## src/rtl/sfr_low_pkg.sv

```systemverilog
// Constants and register map of the low special function register bank
// What this block does
// - Stack pointer holds a scratchpad address and always marks the stack top.
// - Low byte at 82h and high byte at 83h form one 16-bit data pointer.
// - Port option bit 0 clear gives open-drain port 0, set gives pull-ups.
// - Power control bit 7 doubles serial baud rate in modes 1, 2, 3.
// - Power control bit 6 turns serial control bit 7 into framing error flag.
// - Power control bit 4 is set by power-on reset, cleared by software.
// - Writing one to power control bit 1 enters power-down mode.
// - Writing one to power control bit 0 enters idle mode.
// - Timer 1 overflow flag set on overflow, cleared on service, software writable.
// - Timer 0 overflow flag set on overflow, cleared on service, software writable.
// - Timer control bit 6 runs timer 1 when set, stops it when clear.
// - Timer control bit 4 runs timer 0 when set, stops it when clear.
// - Interrupt 1 pending set by falling edge or low level; edge clears on service.
// - Interrupt 0 pending set by falling edge or low level; edge clears on service.
// - Timer control bit 2 selects falling edge or low level for interrupt 1.
// - Timer control bit 0 selects falling edge or low level for interrupt 0.
// - Reset loads stack pointer 07h, clears the rest, keeps the power-on flag.
// - Idle stops processor clock only; any interrupt or reset leaves idle.
// - Power-down stops all clocks; reset or enabled external interrupt leaves it.
package sfr_low_pkg;
    localparam int ADDR_W = 12;
    localparam int IDX_W = 10;
    localparam logic [IDX_W-1:0] IDX_SP = 10'h081;
    localparam logic [IDX_W-1:0] IDX_DPL = 10'h082;
    localparam logic [IDX_W-1:0] IDX_DPH = 10'h083;
    localparam logic [IDX_W-1:0] IDX_CAL = 10'h084;
    localparam logic [IDX_W-1:0] IDX_CAH = 10'h085;
    localparam logic [IDX_W-1:0] IDX_PORT_OPTION = 10'h086;
    localparam logic [IDX_W-1:0] IDX_POWER_CONTROL = 10'h087;
    localparam logic [IDX_W-1:0] IDX_TIMER_CONTROL = 10'h088;
    localparam logic [7:0] SP_RESET = 8'h07;
    localparam logic [7:0] BYTE_RESET = 8'h00;
    localparam int PORT_OPTION_PULLUP = 0;
    localparam int POWER_CONTROL_BAUD_DOUBLER = 7;
    localparam int POWER_CONTROL_FRAMING_ERROR_SELECT = 6;
    localparam int POWER_CONTROL_POF = 4;
    localparam int POWER_CONTROL_GF1 = 3;
    localparam int POWER_CONTROL_GF0 = 2;
    localparam int POWER_CONTROL_PD = 1;
    localparam int POWER_CONTROL_IDL = 0;
    localparam int TIMER_CONTROL_TF1 = 7;
    localparam int TIMER_CONTROL_TR1 = 6;
    localparam int TIMER_CONTROL_TF0 = 5;
    localparam int TIMER_CONTROL_TR0 = 4;
    localparam int TIMER_CONTROL_IE1 = 3;
    localparam int TIMER_CONTROL_IT1 = 2;
    localparam int TIMER_CONTROL_IE0 = 1;
    localparam int TIMER_CONTROL_IT0 = 0;
    localparam logic [1:0] RESP_OKAY = 2'h0;
    localparam logic [1:0] RESP_SLVERR = 2'h2;
    typedef enum logic [2:0] {
        PM_RUN = 3'h1,
        PM_IDLE = 3'h2,
        PM_DOWN = 3'h4
    } power_mode_e;
endpackage

```

## src/rtl/ext_irq_if.sv

```systemverilog
// Link between the register bank and one external interrupt detector
interface ext_irq_if;
    logic edge_sel;
    logic sw_we;
    logic sw_val;
    logic isr_ack;
    logic pending;
    logic pin_low;
    modport detector (input edge_sel, input sw_we, input sw_val,
        input isr_ack, output pending, output pin_low);
    modport bank (output edge_sel, output sw_we, output sw_val,
        output isr_ack, input pending, input pin_low);
endinterface

```

## src/rtl/ext_irq_detect.sv

```systemverilog
// External interrupt pin synchroniser with edge or level pending flag
module ext_irq_detect
    import sfr_low_pkg::*;
(
    input wire logic aclk,
    input wire logic aresetn,
    input wire logic pin,
    ext_irq_if.detector irq
);
    logic s1_r;
    logic s2_r;
    logic prev_r;
    logic pend_r;
    logic pend_low_r;
    logic pend_nxt;
    wire fall = prev_r & ~s2_r;
    // Level mode follows the pin; in edge mode a new edge beats the clear
    assign pend_nxt = !irq.edge_sel ? ~s2_r :
                      fall ? 1'b1 :
                      irq.isr_ack ? 1'b0 :
                      irq.sw_we ? irq.sw_val : pend_r;
    // Idle high so that leaving reset never fakes an edge
    always_ff @(posedge aclk) begin
        if (!aresetn) begin
            s1_r <= 1'b1;
            s2_r <= 1'b1;
            prev_r <= 1'b1;
            pend_r <= 1'b0;
            pend_low_r <= 1'b0;
        end else begin
            s1_r <= pin;
            s2_r <= s1_r;
            prev_r <= s2_r;
            pend_r <= pend_nxt;
            pend_low_r <= ~s2_r;
        end
    end
    assign irq.pending = pend_r;
    assign irq.pin_low = pend_low_r;
    edge_set_a: assert property (@(posedge aclk) disable iff (!aresetn)
        irq.edge_sel && fall |=> irq.pending)
        else $error("edge did not set pending");
    level_track_a: assert property (@(posedge aclk) disable iff (!aresetn)
        !irq.edge_sel |=> irq.pending == !$past(s2_r))
        else $error("level pending does not follow pin");
    edge_ack_a: assert property (@(posedge aclk) disable iff (!aresetn)
        irq.edge_sel && !fall && irq.isr_ack |=> !irq.pending)
        else $error("service entry did not clear edge pending");
endmodule // ext_irq_detect

```

## src/rtl/power_mode_ctrl.sv

```systemverilog
// Idle and power-down sequencing with clock enables
module power_mode_ctrl
    import sfr_low_pkg::*;
(
    input wire logic aclk,
    input wire logic aresetn,
    input wire logic idle_req,
    input wire logic pd_req,
    input wire logic wake_any,
    input wire logic wake_ext,
    output logic idle_mode,
    output logic pd_mode,
    output logic cpu_clock_enable,
    output logic osc_enable
);
    power_mode_e state_r;
    power_mode_e state_nxt;
    always_comb begin
        state_nxt = state_r;
        case (state_r)
            PM_RUN: begin
                // Power-down wins when both bits are written together
                if (pd_req) state_nxt = PM_DOWN;
                else if (idle_req) state_nxt = PM_IDLE;
            end
            PM_IDLE: if (wake_any || wake_ext) state_nxt = PM_RUN;
            PM_DOWN: if (wake_ext) state_nxt = PM_RUN;
            default: state_nxt = PM_RUN;
        endcase
    end
    // This logic sits on the always-on clock so it can still see a wake
    always_ff @(posedge aclk) begin
        if (!aresetn) begin
            state_r <= PM_RUN;
            cpu_clock_enable <= 1'b1;
            osc_enable <= 1'b1;
        end else begin
            state_r <= state_nxt;
            cpu_clock_enable <= state_nxt == PM_RUN;
            osc_enable <= state_nxt != PM_DOWN;
        end
    end
    assign idle_mode = state_r == PM_IDLE;
    assign pd_mode = state_r == PM_DOWN;
    pd_stop_a: assert property (@(posedge aclk) disable iff (!aresetn)
        state_r == PM_RUN && pd_req |=> !osc_enable && !cpu_clock_enable)
        else $error("power-down did not stop clocks");
    idle_stop_a: assert property (@(posedge aclk) disable iff (!aresetn)
        state_r == PM_RUN && idle_req && !pd_req
        |=> !cpu_clock_enable && osc_enable)
        else $error("idle did not stop processor clock only");
    pd_hold_a: assert property (@(posedge aclk) disable iff (!aresetn)
        state_r == PM_DOWN && !wake_ext |=> !osc_enable)
        else $error("power-down left without external wake");
endmodule // power_mode_ctrl

```

## src/rtl/core_sfr_low_bank.sv

```systemverilog
// Low special function register bank behind an AXI4-Lite slave
//
// Local design decision: register access over AXI4-Lite.
module core_sfr_low_bank
    import sfr_low_pkg::*;
(
    input wire logic aclk,
    input wire logic aresetn,
    input wire logic [ADDR_W-1:0] s_axi_awaddr,
    input wire logic s_axi_awvalid,
    output logic s_axi_awready,
    input wire logic [31:0] s_axi_wdata,
    input wire logic [3:0] s_axi_wstrb,
    input wire logic s_axi_wvalid,
    output logic s_axi_wready,
    output logic [1:0] s_axi_bresp,
    output logic s_axi_bvalid,
    input wire logic s_axi_bready,
    input wire logic [ADDR_W-1:0] s_axi_araddr,
    input wire logic s_axi_arvalid,
    output logic s_axi_arready,
    output logic [31:0] s_axi_rdata,
    output logic [1:0] s_axi_rresp,
    output logic s_axi_rvalid,
    input wire logic s_axi_rready,
    input wire logic power_on_reset,
    input wire logic ext_irq0_pin,
    input wire logic ext_irq1_pin,
    input wire logic ext_irq0_enable,
    input wire logic ext_irq1_enable,
    input wire logic irq_wake,
    input wire logic timer0_overflow,
    input wire logic timer1_overflow,
    input wire logic timer0_isr_ack,
    input wire logic timer1_isr_ack,
    input wire logic ext_irq0_isr_ack,
    input wire logic ext_irq1_isr_ack,
    input wire logic stack_push,
    input wire logic stack_pop,
    output logic [7:0] stack_top_pointer,
    output logic [15:0] data_pointer,
    output logic [15:0] port4_0_compare_addr,
    output logic port0_pullup_enable,
    output logic baud_doubler,
    output logic framing_error_select,
    output logic timer1_run,
    output logic timer0_run,
    output logic timer1_overflow_flag,
    output logic timer0_overflow_flag,
    output logic ext_irq1_pending,
    output logic ext_irq0_pending,
    output logic cpu_clock_enable,
    output logic osc_enable
);
    ext_irq_if irq0 ();
    ext_irq_if irq1 ();

    logic awready_r;
    logic wready_r;
    logic arready_r;
    logic aw_held_r;
    logic w_held_r;
    logic [ADDR_W-1:0] waddr_r;
    logic [7:0] wbyte_r;
    logic wlane_r;
    logic bvalid_r;
    logic [1:0] bresp_r;
    logic rvalid_r;
    logic [1:0] rresp_r;
    logic [31:0] rdata_r;

    logic [7:0] sp_r;
    logic [7:0] sp_nxt;
    logic [7:0] dpl_r;
    logic [7:0] dph_r;
    logic [7:0] cal_r;
    logic [7:0] cah_r;
    logic port_option_r;
    logic baud_doubler_r;
    logic framing_error_select_r;
    logic pof_r;
    logic gf1_r;
    logic gf0_r;
    logic tf1_r;
    logic tf1_nxt;
    logic tf0_r;
    logic tf0_nxt;
    logic tr1_r;
    logic tr0_r;
    logic it1_r;
    logic it0_r;
    logic por_s1_r;
    logic por_s2_r;
    logic idle_mode;
    logic pd_mode;

    wire aw_hs = s_axi_awvalid & awready_r;
    wire w_hs = s_axi_wvalid & wready_r;
    wire ar_hs = s_axi_arvalid & arready_r;
    wire b_done = bvalid_r & s_axi_bready;
    wire r_done = rvalid_r & s_axi_rready;

    // Write decode: both halves held, response not yet out
    wire do_write = aw_held_r & w_held_r & ~bvalid_r;
    wire [IDX_W-1:0] widx = waddr_r[ADDR_W-1:2];
    wire waligned = waddr_r[1:0] == 2'h0;
    wire wmapped = waligned && widx >= IDX_SP && widx <= IDX_TIMER_CONTROL;
    wire wen = do_write & wlane_r & waligned;
    wire wr_sp = wen && widx == IDX_SP;
    wire wr_dpl = wen && widx == IDX_DPL;
    wire wr_dph = wen && widx == IDX_DPH;
    wire wr_cal = wen && widx == IDX_CAL;
    wire wr_cah = wen && widx == IDX_CAH;
    wire wr_port_option = wen && widx == IDX_PORT_OPTION;
    wire wr_power_control = wen && widx == IDX_POWER_CONTROL;
    wire wr_timer_control = wen && widx == IDX_TIMER_CONTROL;

    // Read decode
    wire [IDX_W-1:0] ridx = s_axi_araddr[ADDR_W-1:2];
    wire raligned = s_axi_araddr[1:0] == 2'h0;
    wire rmapped = raligned && ridx >= IDX_SP && ridx <= IDX_TIMER_CONTROL;
    // Reserved bits are simply not stored, so they read zero
    wire [7:0] port_option_byte = {7'h00, port_option_r};
    wire [7:0] power_control_byte = {baud_doubler_r, framing_error_select_r, 1'b0, pof_r,
                            gf1_r, gf0_r, pd_mode, idle_mode};
    wire [7:0] timer_control_byte = {tf1_r, tr1_r, tf0_r, tr0_r,
                            irq1.pending, it1_r, irq0.pending, it0_r};
    wire [7:0] rd_byte = !rmapped ? BYTE_RESET :
                         ridx == IDX_SP ? sp_r :
                         ridx == IDX_DPL ? dpl_r :
                         ridx == IDX_DPH ? dph_r :
                         ridx == IDX_CAL ? cal_r :
                         ridx == IDX_CAH ? cah_r :
                         ridx == IDX_PORT_OPTION ? port_option_byte :
                         ridx == IDX_POWER_CONTROL ? power_control_byte : timer_control_byte;

    // Write channels: each side is taken once, freed with the response
    always_ff @(posedge aclk) begin
        if (!aresetn) begin
            awready_r <= 1'b1;
            aw_held_r <= 1'b0;
            waddr_r <= '0;
        end else if (aw_hs) begin
            awready_r <= 1'b0;
            aw_held_r <= 1'b1;
            waddr_r <= s_axi_awaddr;
        end else if (b_done) begin
            awready_r <= 1'b1;
            aw_held_r <= 1'b0;
        end
    end

    always_ff @(posedge aclk) begin
        if (!aresetn) begin
            wready_r <= 1'b1;
            w_held_r <= 1'b0;
            wbyte_r <= BYTE_RESET;
            wlane_r <= 1'b0;
        end else if (w_hs) begin
            wready_r <= 1'b0;
            w_held_r <= 1'b1;
            wbyte_r <= s_axi_wdata[7:0];
            wlane_r <= s_axi_wstrb[0];
        end else if (b_done) begin
            wready_r <= 1'b1;
            w_held_r <= 1'b0;
        end
    end

    always_ff @(posedge aclk) begin
        if (!aresetn) begin
            bvalid_r <= 1'b0;
            bresp_r <= RESP_OKAY;
        end else if (do_write) begin
            bvalid_r <= 1'b1;
            bresp_r <= wmapped ? RESP_OKAY : RESP_SLVERR;
        end else if (b_done) begin
            bvalid_r <= 1'b0;
        end
    end

    // Read channel: one outstanding read, data held until taken
    always_ff @(posedge aclk) begin
        if (!aresetn) begin
            arready_r <= 1'b1;
            rvalid_r <= 1'b0;
            rresp_r <= RESP_OKAY;
            rdata_r <= 32'h0000_0000;
        end else if (ar_hs) begin
            arready_r <= 1'b0;
            rvalid_r <= 1'b1;
            rresp_r <= rmapped ? RESP_OKAY : RESP_SLVERR;
            rdata_r <= {24'h00_0000, rd_byte};
        end else if (r_done) begin
            arready_r <= 1'b1;
            rvalid_r <= 1'b0;
        end
    end

    // Stack pointer: a bus write beats a push or pop in the same cycle
    assign sp_nxt = wr_sp ? wbyte_r :
                    stack_push ? 8'(sp_r + 8'h01) :
                    stack_pop ? 8'(sp_r - 8'h01) : sp_r;

    always_ff @(posedge aclk) begin
        if (!aresetn) begin
            sp_r <= SP_RESET;
            dpl_r <= BYTE_RESET;
            dph_r <= BYTE_RESET;
            cal_r <= BYTE_RESET;
            cah_r <= BYTE_RESET;
        end else begin
            sp_r <= sp_nxt;
            if (wr_dpl) dpl_r <= wbyte_r;
            if (wr_dph) dph_r <= wbyte_r;
            if (wr_cal) cal_r <= wbyte_r;
            if (wr_cah) cah_r <= wbyte_r;
        end
    end

    always_ff @(posedge aclk) begin
        if (!aresetn) begin
            port_option_r <= 1'b0;
            baud_doubler_r <= 1'b0;
            framing_error_select_r <= 1'b0;
            gf1_r <= 1'b0;
            gf0_r <= 1'b0;
        end else begin
            if (wr_port_option) port_option_r <= wbyte_r[PORT_OPTION_PULLUP];
            if (wr_power_control) begin
                baud_doubler_r <= wbyte_r[POWER_CONTROL_BAUD_DOUBLER];
                framing_error_select_r <= wbyte_r[POWER_CONTROL_FRAMING_ERROR_SELECT];
                gf1_r <= wbyte_r[POWER_CONTROL_GF1];
                gf0_r <= wbyte_r[POWER_CONTROL_GF0];
            end
        end
    end

    // The power-on line comes from an analog detector, hence the sync
    // No system reset here: the flag must be caught while reset is held
    always_ff @(posedge aclk) begin
        por_s1_r <= power_on_reset;
        por_s2_r <= por_s1_r;
    end

    // Power-on flag survives the system reset; detection beats a clear
    always_ff @(posedge aclk) begin
        if (por_s2_r) pof_r <= 1'b1;
        else if (aresetn && wr_power_control) pof_r <= wbyte_r[POWER_CONTROL_POF];
    end

    // Overflow flags: hardware set wins over service clear and writes
    assign tf1_nxt = timer1_overflow ? 1'b1 :
                     timer1_isr_ack ? 1'b0 :
                     wr_timer_control ? wbyte_r[TIMER_CONTROL_TF1] : tf1_r;
    assign tf0_nxt = timer0_overflow ? 1'b1 :
                     timer0_isr_ack ? 1'b0 :
                     wr_timer_control ? wbyte_r[TIMER_CONTROL_TF0] : tf0_r;

    always_ff @(posedge aclk) begin
        if (!aresetn) begin
            tf1_r <= 1'b0;
            tf0_r <= 1'b0;
            tr1_r <= 1'b0;
            tr0_r <= 1'b0;
            it1_r <= 1'b0;
            it0_r <= 1'b0;
        end else begin
            tf1_r <= tf1_nxt;
            tf0_r <= tf0_nxt;
            if (wr_timer_control) begin
                tr1_r <= wbyte_r[TIMER_CONTROL_TR1];
                tr0_r <= wbyte_r[TIMER_CONTROL_TR0];
                it1_r <= wbyte_r[TIMER_CONTROL_IT1];
                it0_r <= wbyte_r[TIMER_CONTROL_IT0];
            end
        end
    end

    assign irq1.edge_sel = it1_r;
    assign irq1.sw_we = wr_timer_control;
    assign irq1.sw_val = wbyte_r[TIMER_CONTROL_IE1];
    assign irq1.isr_ack = ext_irq1_isr_ack;
    assign irq0.edge_sel = it0_r;
    assign irq0.sw_we = wr_timer_control;
    assign irq0.sw_val = wbyte_r[TIMER_CONTROL_IE0];
    assign irq0.isr_ack = ext_irq0_isr_ack;

    ext_irq_detect u_irq1 (
        .aclk(aclk),
        .aresetn(aresetn),
        .pin(ext_irq1_pin),
        .irq(irq1)
    );
    ext_irq_detect u_irq0 (
        .aclk(aclk),
        .aresetn(aresetn),
        .pin(ext_irq0_pin),
        .irq(irq0)
    );

    // Any enabled external request can wake from power-down
    wire wake_ext = (ext_irq0_enable & irq0.pending)
                  | (ext_irq1_enable & irq1.pending);
    wire idle_req = wr_power_control & wbyte_r[POWER_CONTROL_IDL];
    wire pd_req = wr_power_control & wbyte_r[POWER_CONTROL_PD];

    power_mode_ctrl u_power (
        .aclk(aclk),
        .aresetn(aresetn),
        .idle_req(idle_req),
        .pd_req(pd_req),
        .wake_any(irq_wake),
        .wake_ext(wake_ext),
        .idle_mode(idle_mode),
        .pd_mode(pd_mode),
        .cpu_clock_enable(cpu_clock_enable),
        .osc_enable(osc_enable)
    );

    assign s_axi_awready = awready_r;
    assign s_axi_wready = wready_r;
    assign s_axi_bvalid = bvalid_r;
    assign s_axi_bresp = bresp_r;
    assign s_axi_arready = arready_r;
    assign s_axi_rvalid = rvalid_r;
    assign s_axi_rresp = rresp_r;
    assign s_axi_rdata = rdata_r;
    assign stack_top_pointer = sp_r;
    assign data_pointer = {dph_r, dpl_r};
    assign port4_0_compare_addr = {cah_r, cal_r};
    assign port0_pullup_enable = port_option_r;
    assign baud_doubler = baud_doubler_r;
    assign framing_error_select = framing_error_select_r;
    assign timer1_run = tr1_r;
    assign timer0_run = tr0_r;
    assign timer1_overflow_flag = tf1_r;
    assign timer0_overflow_flag = tf0_r;
    assign ext_irq1_pending = irq1.pending;
    assign ext_irq0_pending = irq0.pending;

    sp_reset_a: assert property (@(posedge aclk)
        !aresetn |=> sp_r == SP_RESET && timer_control_byte == BYTE_RESET)
        else $error("reset values wrong");
    sp_push_a: assert property (@(posedge aclk) disable iff (!aresetn)
        stack_push && !wr_sp |=> sp_r == 8'($past(sp_r) + 8'h01))
        else $error("push did not advance stack pointer");
    dptr_pair_a: assert property (@(posedge aclk) disable iff (!aresetn)
        wr_dph |=> data_pointer[15:8] == $past(wbyte_r)
        && data_pointer[7:0] == $past(dpl_r))
        else $error("data pointer high byte wrong");
    rsvd_zero_a: assert property (@(posedge aclk) disable iff (!aresetn)
        ar_hs && ridx == IDX_POWER_CONTROL && raligned |=> !s_axi_rdata[5])
        else $error("reserved power control bit not zero");
    tf1_set_a: assert property (@(posedge aclk) disable iff (!aresetn)
        timer1_overflow |=> timer1_overflow_flag)
        else $error("timer 1 overflow lost");
    tf0_ack_a: assert property (@(posedge aclk) disable iff (!aresetn)
        timer0_isr_ack && !timer0_overflow |=> !timer0_overflow_flag)
        else $error("timer 0 flag not cleared on service");
    tr_write_a: assert property (@(posedge aclk) disable iff (!aresetn)
        wr_timer_control |=> timer1_run == $past(wbyte_r[TIMER_CONTROL_TR1])
        && timer0_run == $past(wbyte_r[TIMER_CONTROL_TR0]))
        else $error("run bits not taken from write");
    pof_set_a: assert property (@(posedge aclk)
        por_s2_r |=> pof_r)
        else $error("power-on flag not set");
    power_control_out_a: assert property (@(posedge aclk) disable iff (!aresetn)
        wr_power_control |=> baud_doubler == $past(wbyte_r[POWER_CONTROL_BAUD_DOUBLER])
        && framing_error_select == $past(wbyte_r[POWER_CONTROL_FRAMING_ERROR_SELECT]))
        else $error("serial mode bits not taken");
    resp_a: assert property (@(posedge aclk) disable iff (!aresetn)
        do_write |=> s_axi_bvalid)
        else $error("write response missing");
endmodule // core_sfr_low_bank

```

## config.mk

```make
export PLATFORM = sky130hd
export DESIGN_NAME = core_sfr_low_bank
export DESIGN_NICKNAME = d
export VERILOG_FILES = /design/src/rtl/sfr_low_pkg.sv /design/src/rtl/ext_irq_if.sv /design/src/rtl/ext_irq_detect.sv /design/src/rtl/power_mode_ctrl.sv /design/src/rtl/core_sfr_low_bank.sv
export SDC_FILE = /design/constraint.sdc
export NUM_CORES = 1
export LEC_CHECK = 0
export BUFFER_PORTS_ARGS = -buffer_cell sky130_fd_sc_hd__buf_2
export CORE_ASPECT_RATIO = 0.9
export CORE_MARGIN = 3
export CORE_UTILIZATION = 50
export CTS_BUF_LIST = sky130_fd_sc_hd__clkbuf_8 sky130_fd_sc_hd__clkbuf_16
export DETAILED_ROUTE_END_ITERATION = 8
export PLACE_DENSITY = 0.79
export SETUP_SLACK_MARGIN = 0.4
export SLEW_MARGIN = 20
export SYNTH_ARGS = -nofsm -noshare
export SYNTH_HDL_FRONTEND = slang
export SYNTH_SLANG_ARGS = --single-unit
```

## constraint.sdc

```tcl
create_clock -name aclk -period 3.85 [get_ports aclk]
set_input_delay 0.385 -clock aclk [delete_from_list [all_inputs] [get_ports aclk]]
set_output_delay 0.385 -clock aclk [all_outputs]
set_load 0.01 [all_outputs]
```

==> flow_summary.json <==
{
  "status": "completed",
  "wl_mm": 13.7,
  "arrival_ns": 2.69,
  "holdCritPathClass": "input pin to flip-flop",
  "grt_overflow": 0,
  "power_w": 0.00229,
  "rr_startpoint": "waddr_r[0]$_SDFFE_PN0P_",
  "rrSetupSlack_ns": 1.39,
  "critPathKind": "flip-flop to flip-flop",
  "grt_max_degree": 42,
  "drc": 0,
  "grt_pass1_vias": 4248,
  "synth-edff-count": 0,
  "setup_violations": 0,
  "cts.sink_count": 105,
  "worst_slew_pin_slew_ns": 0.842,
  "drt.antenna.violating_nets": 0,
  "p_per_area_nw_per_um2": 398,
  "rows": 34,
  "tns_ns": 0,
  "timing.critical_path.slowest_stage_cell": "or4_1",
  "netlist_area_sq_um": 5050,
  "dr.max_layer_used": "met4",
  "cts_root_buffer": "clkbuf_8",
  "h-tree-depth": 3,
  "rsz0062_at_grt": "no",
  "hp-start": "power_on_reset",
  "die-area_sq_um": 11300,
  "grt_usage": 0.238,
  "stdcell_area_sq_um": 5760,
  "dr.pass1.iters": 5,
  "fin_ws_ns": 1.39,
  "multi_input_area_sq_um": 2660,
  "numCtsBuffers": 9,
  "seq_area_frac_synth": 0.416,
  "total_leakage_power_nw": 2.64,
  "start_util": 0.518,
  "cts_tree": "built",
  "reg2reg_to": "cah_r[0]$_SDFFE_PN0P_",
  "path_cells": "or4_1 -> nor4b_4 -> nand4b_1 -> mux2i_1 -> nor2_1",
  "synthesis.instances": 592,
  "slew_violations": 0,
  "ys.flop_type": "dfxtp_1",
  "dp_hpwl_mm": 10.1,
  "boundaryPins": 173,
  "place_area_sq_um": 5580,
  "grt_pass1_wl_mm": 21.6,
  "dp_worst_setup_slack_ns": 1.30,
  "cts_setup_buffers": 0,
  "max_slew_margin": 0.437,
  "post_drt_wl_per_cell_um": 16.8,
  "skew_ns": 0.0111,
  "clkLatencyLatePin_ns": 0.37,
  "core_area_sq_um": 9740,
  "routed_via_density": 5.58,
  "synth_warnings": 0,
  "drt-met1-wl_mm": 6.04,
  "cp_top_family": "simple AND/OR/NAND/NOR gates",
  "routed-via-count": 4557,
  "synth_seq_cells": 105,
  "fill_cells": 878,
  "cts.clk_slew.worst_paths_ns": 0.10,
  "peakVddDrop_uv": 310,
  "die_w_um": 112,
  "drive_gt1_frac": 0.216,
  "ys_async_sr_fraction": 0,
  "gp_congestion": 0.886,
  "antennaDiodeCount": 0,
  "endpoint_kind": "flip-flop",
  "numPortBuffers": 119,
  "min_delay_path_depth": 1,
  "clock_path_buffers": 2,
  "period_needed_ns": 2.46,
  "post-route-period-util": 0.638,
  "critical_path_buf_inv_count": 0,
  "seq_area_sq_um": 2100,
  "antenna_found_initial": 0,
  "layout.nets": 774,
  "die_y_um": 101,
  "critPathLaunchType": "flip-flop",
  "crit_fanout": 8,
  "synth.avg_cell_area_sq_um": 8.53,
  "reg2regPathDepth": 5,
  "syn_to_final_growth_pct": 14.1,
  "drt-initial-drc-count": 338,
  "wl_met2_mm": 6.27,
  "cts-hold-fix-buffers": 0,
  "hold_end": "por_s1_r$_DFF_P_",
  "cap_violations": 0,
  "max_freq_mhz": 407,
  "ys_types": 62,
  "hold_viol_final": 0,
  "wl_met3_mm": 1.18,
  "worstPathRequired_ns": 4.08,
  "cts_resized": 0,
  "critical-path-max-stage-delay_ns": 0.61
}
==> through the flow <==
step	util	hold WS [ns]	instances
global route	0.592	0.105	817
global placement	0.572	0.324	801
detailed placement	0.572	0.321	801
finish	0.592	0.121	817
CTS	0.592	0.105	817
floorplan	-	0.310	617
==> logic make-up after synthesis <==
| logic type | share of synthesized area |
|---|---|
| adders and majority gates | 0.0188 |
| and+or+nand+nor | 0.216 |
| other | 0.000742 |
| xor gates and xnor gates | 0.0104 |
| muxes | 0.103 |
| AOI/OAI and AO/OA | 0.157 |
| DFF | 0.416 |
| buffers and inverters | 0.0770 |
==> registers in the layout (all words and copies together), names as in the netlist, 3 cells and up <==
signal and flops:
cah_r 8, cal_r 8, dph_r 8, dpl_r 8, s_axi_rdata 8, stack_top_pointer 8
u_power.state_r 3, waddr_r 12, wbyte_r 8
==> how the worst max path moves through the flow <==
stage | to | startpoint | depth (start not counted)
after floorplan | pof_r$_SDFFE_PP1P_ | waddr_r[7]$_SDFFE_PN0P_ | 4
after global placement | s_axi_rdata[1]$_SDFFE_PN0P_ | aresetn | 5
after detailed placement | s_axi_rdata[3]$_SDFFE_PN0P_ | aresetn | 5
after CTS | cah_r[5]$_SDFFE_PN0P_ | waddr_r[0]$_SDFFE_PN0P_ | 5
after global routing | cah_r[0]$_SDFFE_PN0P_ | waddr_r[0]$_SDFFE_PN0P_ | 5
final | cah_r[0]$_SDFFE_PN0P_ | waddr_r[0]$_SDFFE_PN0P_ | 5
==> per-layer routing <==
layer	track usage	vias up
li1	-	2200
met1	0.322	2149
met2	0.384	190
met3	0.0579	18
met4	0.0628	0
met5	0	-
==> cells in the mapped netlist, types with 3 or more instances <==
cell       count  area [sq um]
dfxtp_1      105          2100
nand2_1       81           304
nor2_1        69           259
mux2i_1       51           510
a21oi_1       48           240
clkbuf_1      27           101
buf_4         26           195
o21ai_0       26           130
inv_1         11          41.3
nand2b_1      10          62.6
nand3_1        9          45.0
buf_2          8          40.0
nor2b_1        8          50.1
o221ai_1       7          61.3
ha_1           6          75.1
nor3_1         6          30.0
a32oi_1        5          43.8
o21bai_1       5          37.5
xnor2_1        5          43.8
nor4b_1        4          35.0
o2111ai_1      4          35.0
o21a_1         4          30.0
o2bb2ai_1      4          35.0
or3_1          4          25.0
a211oi_1       3          22.5
a221oi_1       3          26.3
and2_1         3          18.8
and3_1         3          18.8
nand4b_1       3          26.3
nor4_1         3          18.8
o211a_1        3          30.0
==> cell type report <==
type / count / area share
clock buffer: 10 / 0.0239
inverter: 12 / 0.00782
multi-input combinational: 437 / 0.462
tap: 126 / 0.0274
sequential: 105 / 0.365
timing repair buffer: 121 / 0.106
clock inverter: 6 / 0.00868
==> report_power, final <==
part / total [W] / internal [W] / switching [W] / leakage [nW]
registers: 0.00121 / 0.00114 / 0.0000784 / 0.856
logic: 0.000426 / 0.000187 / 0.000239 / 1.69
clock network: 0.000651 / 0.000260 / 0.000391 / 0.0895
==> cells in the final DEF (no fill, tap or decap), types with 4 or more instances in the layout <==
cell type  count
nand3_1        9
o2bb2ai_1      4
o2111ai_1      4
o221ai_1       7
a32oi_1        5
dfxtp_1      105
clkbuf_8      10
conb_1        26
nand2_1       81
o21a_1         4
nor2b_1        8
nor2_1        69
nor3_1         6
mux2i_1       51
or3_1          4
inv_1         11
a21oi_1       48
buf_2        119
o21ai_0       26
o21bai_1       5
nand2b_1      10
ha_1           6
xnor2_1        5
Power figures use the tool's default switching activity.
